$ cat config.mk
export PLATFORM = sky130hd
export DESIGN_NAME = comparator_control_regs
export DESIGN_NICKNAME = d
export VERILOG_FILES = /design/src/rtl/cmp_regs_pkg.sv /design/src/rtl/cmp_edge_sync.sv /design/src/rtl/comparator_control_regs.sv
export SDC_FILE = /design/constraint.sdc
export NUM_CORES = 1
export LEC_CHECK = 0
export BUFFER_PORTS_ARGS = -buffer_cell sky130_fd_sc_hd__buf_2
export CAP_MARGIN = 15
export CORE_ASPECT_RATIO = 1.1
export CORE_MARGIN = 10
export CORE_UTILIZATION = 45
export DETAILED_ROUTE_END_ITERATION = 7
export PLACE_DENSITY = 0.8
export SETUP_SLACK_MARGIN = 0.02
export SYNTH_ARGS = -nofsm -noshare
export SYNTH_HDL_FRONTEND = slang
export SYNTH_SLANG_ARGS = --single-unit
$ cat constraint.sdc
create_clock -name clk_sys_in -period 1.1 [get_ports clk_sys_in]
set_input_delay 0.11 -clock clk_sys_in [delete_from_list [all_inputs] [get_ports clk_sys_in]]
set_output_delay 0.11 -clock clk_sys_in [all_outputs]
set_load 0.02 [all_outputs]
$ cat src/rtl/cmp_regs_pkg.sv
// constants for the comparator control register block
package cmp_regs_pkg;

  // ****************************************************************
  // register offsets
  // ****************************************************************
  localparam logic [7:0] CMP1_CONTROL_ADDR    = 8'h9A;
  localparam logic [7:0] CMP1_MODE_ADDR       = 8'h9C;
  localparam logic [7:0] CMP0_INPUT_SEL_ADDR  = 8'h9F;

  // ****************************************************************
  // field positions
  // ****************************************************************
  localparam int CTL_ENABLE_BIT    = 7;
  localparam int CTL_RESULT_BIT    = 6;
  localparam int CTL_RISE_BIT      = 5;
  localparam int CTL_FALL_BIT      = 4;
  localparam int CTL_POS_HYST_LSB  = 2;
  localparam int CTL_NEG_HYST_LSB  = 0;
  localparam int MODE_RISE_IE_BIT  = 5;
  localparam int MODE_FALL_IE_BIT  = 4;
  localparam int MODE_RESP_LSB     = 0;
  localparam int SEL_POS_LSB       = 0;
  localparam int SEL_NEG_LSB       = 4;

  // ****************************************************************
  // reset values and field codes
  // ****************************************************************
  localparam logic [7:0] CONTROL_RESET   = 8'h00;
  localparam logic [1:0] RESP_MODE_RESET = 2'h2;
  localparam logic [2:0] SEL_RESET       = 3'h0;
  localparam logic [2:0] SEL_LAST_VALID  = 3'h4;

endpackage : cmp_regs_pkg

$ cat src/rtl/cmp_edge_sync.sv
// synchroniser and edge detector for the asynchronous comparator output
`timescale 1ns/1ps
module cmp_edge_sync (
  input  wire logic clk_in,
  input  wire logic rst_n_in,
  input  wire logic async_in,
  output logic      level_out,
  output logic      rise_out,
  output logic      fall_out
);
  logic meta_ff;
  logic sync_ff;
  logic prev_ff;

  // meta_ff is read only by sync_ff
  always_ff @(posedge clk_in or negedge rst_n_in) begin
    if (!rst_n_in) begin
      meta_ff <= 1'b0;
      sync_ff <= 1'b0;
      prev_ff <= 1'b0;
    end else begin
      meta_ff <= async_in;
      sync_ff <= meta_ff;
      prev_ff <= sync_ff;
    end
  end

  assign level_out = sync_ff;
  assign rise_out  = sync_ff & ~prev_ff;
  assign fall_out  = ~sync_ff & prev_ff;
endmodule : cmp_edge_sync

$ cat src/rtl/comparator_control_regs.sv
// register bank and edge-event logic for the comparator pair
`timescale 1ns/1ps

// Notes on behaviour
// - control bit 6 shows live comparator result
// - bit 5 rise flag sticks until cleared
// - bit 4 fall flag sticks until cleared
// - bits 3:2 positive hysteresis code drives cell
// - bits 1:0 negative hysteresis, same code map
// - mode bit 5 gates rising-edge interrupt
// - mode bit 4 gates falling-edge interrupt
// - mode bits 1:0 select response mode
// - mode bits 7:6, 3:2 read zero
// - select bits 2:0 pick positive input pin
// - select bits 6:4 pick negative input pin
// - control bit 7 enables the comparator
// - output transitions set matching edge flags while bit 7 is set
// - flag with enable raises interrupt request
module comparator_control_regs
  import cmp_regs_pkg::*;
(
  input  wire logic       clk_sys_in,
  input  wire logic       reset_n_in,
  input  wire logic [7:0] sfr_addr_in,
  input  wire logic [7:0] sfr_wdata_in,
  input  wire logic       sfr_wr_in,
  input  wire logic       sfr_rd_in,
  input  wire logic       cmp_raw_in,
  output logic      [7:0] sfr_rdata_out,
  output logic            cmp_enable_out,
  output logic      [1:0] cmp_pos_hyst_out,
  output logic      [1:0] cmp_neg_hyst_out,
  output logic      [1:0] cmp_response_mode_out,
  output logic      [2:0] pos_input_select_out,
  output logic      [2:0] neg_input_select_out,
  output logic            cmp_irq_out
);
  import cmp_regs_pkg::*;

  // ****************************************************************
  // reset release
  // ****************************************************************
  logic rst_meta_ff;
  logic rst_sync_ff;

  always_ff @(posedge clk_sys_in or negedge reset_n_in) begin
    if (!reset_n_in) begin
      rst_meta_ff <= 1'b0;
      rst_sync_ff <= 1'b0;
    end else begin
      rst_meta_ff <= 1'b1;
      rst_sync_ff <= rst_meta_ff;
    end
  end

  // ****************************************************************
  // comparator result sampling
  // ****************************************************************
  logic result_level;
  logic result_rise;
  logic result_fall;

  cmp_edge_sync u_edge_sync (
    .clk_in    (clk_sys_in),
    .rst_n_in  (rst_sync_ff),
    .async_in  (cmp_raw_in),
    .level_out (result_level),
    .rise_out  (result_rise),
    .fall_out  (result_fall)
  );

  // ****************************************************************
  // bus decode
  // ****************************************************************
  logic wr_ctl;
  logic wr_mode;
  logic wr_sel;

  always_comb begin
    wr_ctl  = sfr_wr_in && (sfr_addr_in == CMP1_CONTROL_ADDR);
    wr_mode = sfr_wr_in && (sfr_addr_in == CMP1_MODE_ADDR);
    wr_sel  = sfr_wr_in && (sfr_addr_in == CMP0_INPUT_SEL_ADDR);
  end

  // ****************************************************************
  // control register: enable, edge flags, hysteresis
  // ****************************************************************
  logic       enable_ff,    nxt_enable;
  logic       rise_flag_ff, nxt_rise_flag;
  logic       fall_flag_ff, nxt_fall_flag;
  logic [1:0] pos_hyst_ff,  nxt_pos_hyst;
  logic [1:0] neg_hyst_ff,  nxt_neg_hyst;

  always_comb begin
    nxt_enable   = wr_ctl ? sfr_wdata_in[CTL_ENABLE_BIT] : enable_ff;
    nxt_pos_hyst = wr_ctl ? sfr_wdata_in[CTL_POS_HYST_LSB +: 2] : pos_hyst_ff;
    nxt_neg_hyst = wr_ctl ? sfr_wdata_in[CTL_NEG_HYST_LSB +: 2] : neg_hyst_ff;

    // software may write a flag either way; a same-cycle edge still wins
    nxt_rise_flag = wr_ctl ? sfr_wdata_in[CTL_RISE_BIT] : rise_flag_ff;
    nxt_fall_flag = wr_ctl ? sfr_wdata_in[CTL_FALL_BIT] : fall_flag_ff;
    // a disabled comparator reports no edges; this also hides the false
    // rise the synchroniser sees when the pin is already high at reset
    if (enable_ff && result_rise) begin
      nxt_rise_flag = 1'b1;
    end
    if (enable_ff && result_fall) begin
      nxt_fall_flag = 1'b1;
    end
  end

  always_ff @(posedge clk_sys_in or negedge rst_sync_ff) begin
    if (!rst_sync_ff) begin
      enable_ff    <= CONTROL_RESET[CTL_ENABLE_BIT];
      rise_flag_ff <= CONTROL_RESET[CTL_RISE_BIT];
      fall_flag_ff <= CONTROL_RESET[CTL_FALL_BIT];
      pos_hyst_ff  <= CONTROL_RESET[CTL_POS_HYST_LSB +: 2];
      neg_hyst_ff  <= CONTROL_RESET[CTL_NEG_HYST_LSB +: 2];
    end else begin
      enable_ff    <= nxt_enable;
      rise_flag_ff <= nxt_rise_flag;
      fall_flag_ff <= nxt_fall_flag;
      pos_hyst_ff  <= nxt_pos_hyst;
      neg_hyst_ff  <= nxt_neg_hyst;
    end
  end

  // ****************************************************************
  // mode register: interrupt enables and response mode
  // ****************************************************************
  logic       rise_ie_ff, nxt_rise_ie;
  logic       fall_ie_ff, nxt_fall_ie;
  logic [1:0] resp_ff,    nxt_resp;

  always_comb begin
    nxt_rise_ie = wr_mode ? sfr_wdata_in[MODE_RISE_IE_BIT] : rise_ie_ff;
    nxt_fall_ie = wr_mode ? sfr_wdata_in[MODE_FALL_IE_BIT] : fall_ie_ff;
    nxt_resp    = wr_mode ? sfr_wdata_in[MODE_RESP_LSB +: 2] : resp_ff;
  end

  always_ff @(posedge clk_sys_in or negedge rst_sync_ff) begin
    if (!rst_sync_ff) begin
      rise_ie_ff <= 1'b0;
      fall_ie_ff <= 1'b0;
      resp_ff    <= RESP_MODE_RESET;
    end else begin
      rise_ie_ff <= nxt_rise_ie;
      fall_ie_ff <= nxt_fall_ie;
      resp_ff    <= nxt_resp;
    end
  end

  // ****************************************************************
  // input select register
  // ****************************************************************
  logic [2:0] pos_sel_ff, nxt_pos_sel;
  logic [2:0] neg_sel_ff, nxt_neg_sel;

  always_comb begin
    nxt_pos_sel = wr_sel ? sfr_wdata_in[SEL_POS_LSB +: 3] : pos_sel_ff;
    nxt_neg_sel = wr_sel ? sfr_wdata_in[SEL_NEG_LSB +: 3] : neg_sel_ff;
  end

  always_ff @(posedge clk_sys_in or negedge rst_sync_ff) begin
    if (!rst_sync_ff) begin
      pos_sel_ff <= SEL_RESET;
      neg_sel_ff <= SEL_RESET;
    end else begin
      pos_sel_ff <= nxt_pos_sel;
      neg_sel_ff <= nxt_neg_sel;
    end
  end

  // ****************************************************************
  // interrupt request
  // ****************************************************************
  logic irq_ff, nxt_irq;

  // built from next values so the request moves on the same edge as its flag
  always_comb begin
    nxt_irq = (nxt_rise_flag && nxt_rise_ie) || (nxt_fall_flag && nxt_fall_ie);
  end

  always_ff @(posedge clk_sys_in or negedge rst_sync_ff) begin
    if (!rst_sync_ff) begin
      irq_ff <= 1'b0;
    end else begin
      irq_ff <= nxt_irq;
    end
  end

  // ****************************************************************
  // read data
  // ****************************************************************
  logic [7:0] ctl_view;
  logic [7:0] mode_view;
  logic [7:0] sel_view;
  logic [7:0] rdata_ff, nxt_rdata;

  always_comb begin
    ctl_view = 8'h00;
    ctl_view[CTL_ENABLE_BIT] = enable_ff;
    ctl_view[CTL_RESULT_BIT] = result_level;
    ctl_view[CTL_RISE_BIT]   = rise_flag_ff;
    ctl_view[CTL_FALL_BIT]   = fall_flag_ff;
    ctl_view[CTL_POS_HYST_LSB +: 2] = pos_hyst_ff;
    ctl_view[CTL_NEG_HYST_LSB +: 2] = neg_hyst_ff;

    // unused mode bits stay zero
    mode_view = 8'h00;
    mode_view[MODE_RISE_IE_BIT] = rise_ie_ff;
    mode_view[MODE_FALL_IE_BIT] = fall_ie_ff;
    mode_view[MODE_RESP_LSB +: 2] = resp_ff;

    sel_view = 8'h00;
    sel_view[SEL_POS_LSB +: 3] = pos_sel_ff;
    sel_view[SEL_NEG_LSB +: 3] = neg_sel_ff;

    if (sfr_rd_in) begin
      case (sfr_addr_in)
        CMP1_CONTROL_ADDR:   nxt_rdata = ctl_view;
        CMP1_MODE_ADDR:      nxt_rdata = mode_view;
        CMP0_INPUT_SEL_ADDR: nxt_rdata = sel_view;
        default:             nxt_rdata = 8'h00;
      endcase
    end else begin
      nxt_rdata = rdata_ff;
    end
  end

  always_ff @(posedge clk_sys_in or negedge rst_sync_ff) begin
    if (!rst_sync_ff) begin
      rdata_ff <= 8'h00;
    end else begin
      rdata_ff <= nxt_rdata;
    end
  end

  // ****************************************************************
  // outputs, all from flip-flops
  // ****************************************************************
  assign sfr_rdata_out         = rdata_ff;
  assign cmp_enable_out        = enable_ff;
  assign cmp_pos_hyst_out      = pos_hyst_ff;
  assign cmp_neg_hyst_out      = neg_hyst_ff;
  assign cmp_response_mode_out = resp_ff;
  // reserved select codes pass through unchanged; the analog mux leaves them open
  assign pos_input_select_out  = pos_sel_ff;
  assign neg_input_select_out  = neg_sel_ff;
  assign cmp_irq_out           = irq_ff;

endmodule : comparator_control_regs

## Word level (Yosys, flattened, before mapping)

Index checks and enable logic that the tools add are counted.

- Flip-flop bits (word level): 31
- Bits of input ports: 21
- Word-level logic and storage cells: 39

- Eq/ne operators: 3
- Bitwise gates (word level): 4
- Muxes and demuxes: 7
- Reduce and logical (&&, ||, !) cells: 8

Operators with widths:

| cell | number |
|---|---|
| 8-bit equality test (second input constant) | 3 |
| 8-bit case mux with 3 select lines | 1 |
| 1-bit logical AND | 7 |
| 1-bit 2-to-1 mux | 6 |
| 1-bit AND | 2 |
| 1-bit inverter | 2 |
| 1-bit logical OR | 1 |

## Logic depth before layout (Yosys ltp)

- Word-level depth: 6
- Depth in mapped cells: 6
- Gate-level depth less buffers: 4

## By module

From an unflattened synthesis, not the netlist that was laid out.

- Cell total of the unflattened synthesis: 105
- Area total of the unflattened synthesis: 1322.5 um^2

By module, submodules not included:

| module | cells each | area each (um^2) | instances |
|---|---|---|---|
| comparator_control_regs | 100 | 1232.4 | 1 |
| cmp_edge_sync | 5 | 90.1 | 1 |

## Worst setup path before layout

No wires, ideal clock.

- Path kind: input to register
- Start: input sfr_addr_in[0]
- End: register irq_ff, in the netlist cmp_irq_out
- Arrival time: 1.300 ns
- Buffers on the path: 2
- Stages: 6
- Required time: 0.978 ns
- Setup slack: -0.322 ns
- Path through: buf_4 -> nor2_4 -> and4_1 -> buf_4 -> or3b_1 -> a32o_1

- Word-level cells in the longest chain between the ends: 6
- Elaborated cells on any way between the ends: 13
- Those cells by class: eq/ne (2); mux (6); reduce/logical (5)

Ends and longest elaborated chain:

| item | RTL line | text |
|---|---|---|
| start, declared | comparator_control_regs.sv:24 | `input wire logic [7:0] sfr_addr_in,` |
| 8-bit equality test | comparator_control_regs.sv:80 | `wr_ctl = sfr_wr_in && (sfr_addr_in == CMP1_CONTROL_ADDR);` |
| 1-bit logical AND | comparator_control_regs.sv:80 |  |
| 1-bit 2-to-1 mux, on equally long branches | comparator_control_regs.sv:100, comparator_control_regs.sv:101 |  |
| 1-bit 2-to-1 mux, on equally long branches | comparator_control_regs.sv:104, comparator_control_regs.sv:107 |  |
| 1-bit logical AND | comparator_control_regs.sv:181 | `nxt_irq = (nxt_rise_flag && nxt_rise_ie) \|\| (nxt_fall_flag && nxt_fall_ie);` |
| 1-bit logical OR (*) | comparator_control_regs.sv:181 |  |
| net nxt_irq | comparator_control_regs.sv:177 | `logic irq_ff, nxt_irq;` |
| end signal, assigned | comparator_control_regs.sv:188 | `irq_ff <= nxt_irq;` |
| end, declared | comparator_control_regs.sv:177 |  |

Mark *: on every way through the listed nets, which the timed path passes. The rest lies on a longest branch.
A chain may end at the register's enable or synchronous reset.

## Worst setup path after layout

- Start: register enable_ff, in the netlist cmp_enable_out
- End: register irq_ff, in the netlist cmp_irq_out

- Word-level cells in the longest chain between the ends: 4
- Elaborated cells on any way between the ends: 7
- Those cells by class: mux (2); reduce/logical (5)

Ends and longest elaborated chain:

| item | RTL line | text |
|---|---|---|
| start, declared | comparator_control_regs.sv:88 | `logic enable_ff, nxt_enable;` |
| start signal, assigned | comparator_control_regs.sv:114 | `enable_ff <= CONTROL_RESET[CTL_ENABLE_BIT];` |
| start signal, assigned | comparator_control_regs.sv:120 | `enable_ff <= nxt_enable;` |
| 1-bit logical AND, on equally long branches | comparator_control_regs.sv:104, comparator_control_regs.sv:107 |  |
| 1-bit 2-to-1 mux, on equally long branches | comparator_control_regs.sv:104, comparator_control_regs.sv:107 |  |
| 1-bit logical AND | comparator_control_regs.sv:181 |  |
| 1-bit logical OR (*) | comparator_control_regs.sv:181 |  |
| net nxt_irq | comparator_control_regs.sv:177 |  |

Marked as above.

==> results.ini <==
[global_routing]
antenna_found_initial=0
grt_pass1_wl_um=5740
met2_usage_pct=21.37
met1_usage_pct=13.99
grt.total_usage_pct=12.84
grt_pass1_vias=1199
grt_max_degree=30
gr-total-overflow=0
met3_usage_pct=5.277
grt_most_used_layer=met2

[yosys]
synth_cell_type_count=33
synthTopCellsByArea=dfrtp_1, mux2_2, a2bb2oi_1
ys_seq_area_share_pct=57.88
synth_top_cell_by_area=dfrtp_1
synth-seq-cells=31
syn_area_um2=1343
syn_area_per_cell_um2=12.55
yosysWarnings=0
synthCells=107
synthesis.nets=128
synth_top_cell_area_share_pct=55.92

[layout]
drive_above_1_share_pct=51.72
mostFrequentLayoutCells=buf_2, dfrtp_1, buf_4
n_antenna_cell=0
mostFrequentLayoutCell=buf_2
register_area_um2=777.0
fillers=212
multiInputGateArea_um2=550.5
area_growth_pct=39.33
final_cells=207
nets=194
utilization_pct=66.74

[clock_tree]
cts_root_buf=clkbuf_4
insertion_delay_ns=0.33
clkSinkCount=31
cts_buffers=5
cts_tree=built
cts_max_level=2
clkTransAtPathRegs_ns=0.10
ctsLongestPathBuffers=2

[setup_path]
cp.required_ns=1.33
crit_path_start_kind=register
cp.arrival_ns=1.45
end_kind=register
critPathMaxFanout=4
critPathKind=reg2reg

[pwr]
irDropWorstVdd_v=0.001124
power_frac_comb_pct=12.4
power.share.clock_pct=37.5
p_total_w=0.002448
power.density_nw_per_um2=1309
p_leak_nw=0.9660
p_int_w=0.001879
swShare_pct=23.24
sequentialPowerShare_pct=50.2
p_switching_w=0.0005689

[sta]
hold_viol=0
skew_ns=0.01078
rsz0062_at_grt=true
setup_ws_ns=-0.1204
final.period_utilization_pct=110.9
setup_viol=4
whs_ns=0.02023
fin_crit_ns=1.220
fmaxAchievable_ghz=0.8194
slew_violations=0

[drt]
drtIter0Drc=38
drc=0
ant_nets=0
vias=1125
wl_per_cell_um=16.74
drt-total-wl_um=3466
drt_pass1_iterations=4
vias_per_cell=5.435

[place]
gp_congestion=0.8190
dp_hpwl_um=2656
dp.cells=195
portBuffers=42

[hold_path]
hp-class=in2reg

[die]
fp.dieH_um=77.29
initial_core_util_pct=47.90
core_um2=2803
io_pins=43
die_x_um=72.08
rows=20
fp.dieArea_um2=5571

[outcome]
violations=setup timing
status=finished, violations left

[job]
maxCapViolations=0

## power groups by stage
stage	Clock [W]	Sequential (W)	Combinational, W
after floorplan	0	0.00129	0.000103
after global placement	0	0.00124	0.000275
after detailed placement	0	0.00125	0.000283
after CTS	0.000947	0.00123	0.000301
after global routing	0.000999	0.00123	0.000331
final	0.000917	0.00123	0.000303
## routing by layer
layer	vias to the layer above	routed length, um	share of wire [%]
met2	38	1833	53
met3	6	244	7.0
li1	519	-	-
met4	0	32	0.92
met1	562	1356	39
met5	-	0	0
## synthesized netlist by cell type (all sizes together)
master   count
dfrtp       30
mux2        15
nand2        9
a22oi        4
a2bb2oi      4
nor2         4
o31ai        4
buf          3
nor2b        3
o21ai        3
a22o         2
and2         2
and3         2
and4b        2
inv          2
nand3        2
o2bb2ai      2
a32o         1
and3b        1
and4         1
clkbuf       1
clkinv       1
conb         1
dfstp        1
mux2i        1
nand2b       1
nor3         1
nor4b        1
o21ba        1
or3          1
or3b         1
## final timing paths
path	startpoint	to	slack, ns	cells past startpoint
hold reg to reg	rst_sync_ff$_DFF_PN0_	sfr_rdata_out[6]$_DFFE_PN0P_	0.21	1
setup reg to reg	cmp_enable_out$_DFFE_PN0N_	cmp_irq_out$_DFF_PN0_	-0.12	4
setup / recovery	cmp_enable_out$_DFFE_PN0N_	cmp_irq_out$_DFF_PN0_	-0.12	4
hold / removal	sfr_wdata_in[3]	cmp_pos_hyst_out[1]$_DFFE_PN0N_	0.02	2
max in group asynchronous	rst_sync_ff$_DFF_PN0_	cmp_response_mode_out[1]$_DFFE_PN1N_	0.65	1
min in group asynchronous	reset_n_in	rst_sync_ff$_DFF_PN0_	0.09	2
## timing repair
item / in CTS / in global routing
hold buffers: 3 / 0
pin swaps: 1 / 0
hold endpoints to repair: 4 / 0
gates resized for setup: 4 / 4
setup buffers: 1 / 0
endpoints found under the setup margin: 4 / 10
## through the flow
stage                     TNS (ns)  area, um^2  setup WS [ns]
final                      -0.2323        1871        -0.1204
after global routing       -0.4479        1871        -0.1810
after CTS                  -0.2577        1853        -0.1235
after detailed placement    -5.304        1717        -0.4054
after global placement      -4.450        1717        -0.3389
after floorplan             -1.266        1360        -0.2531
## registers in the layout, summed over array words and instances (netlist names), 2 cells and up
signal                 cells
cmp_neg_hyst_out           2
cmp_pos_hyst_out           2
cmp_response_mode_out      2
sfr_rdata_out              8
pos_input_select_out       3
neg_input_select_out       3
## critical path, stage by stage (launching register included)
cell     delay, ns
dfrtp_1       0.42
nand2_1       0.07
nor2_1        0.04
or3b_1        0.36
a32o_1        0.23
## cells by family after synthesis
group,after synthesis,synth area share (%)
muxes,16,13.33
and+or+nand+nor,31,13.61
AOI/OAI and AO/OA,21,12.30
buffers and inverters,7,2.608
DFF,31,57.88
other,1,0.2793
## final cells by class
class / instances / share of cell area [%]
inverters: 3 / 0.6020
clock buffers: 6 / 2.742
repair buffers: 63 / 21.61
multi-input cells: 69 / 29.43
clock inverters: 2 / 1.873
well taps: 33 / 2.207
flip-flops and latches: 31 / 41.54
Power figures use the tool's default switching activity.
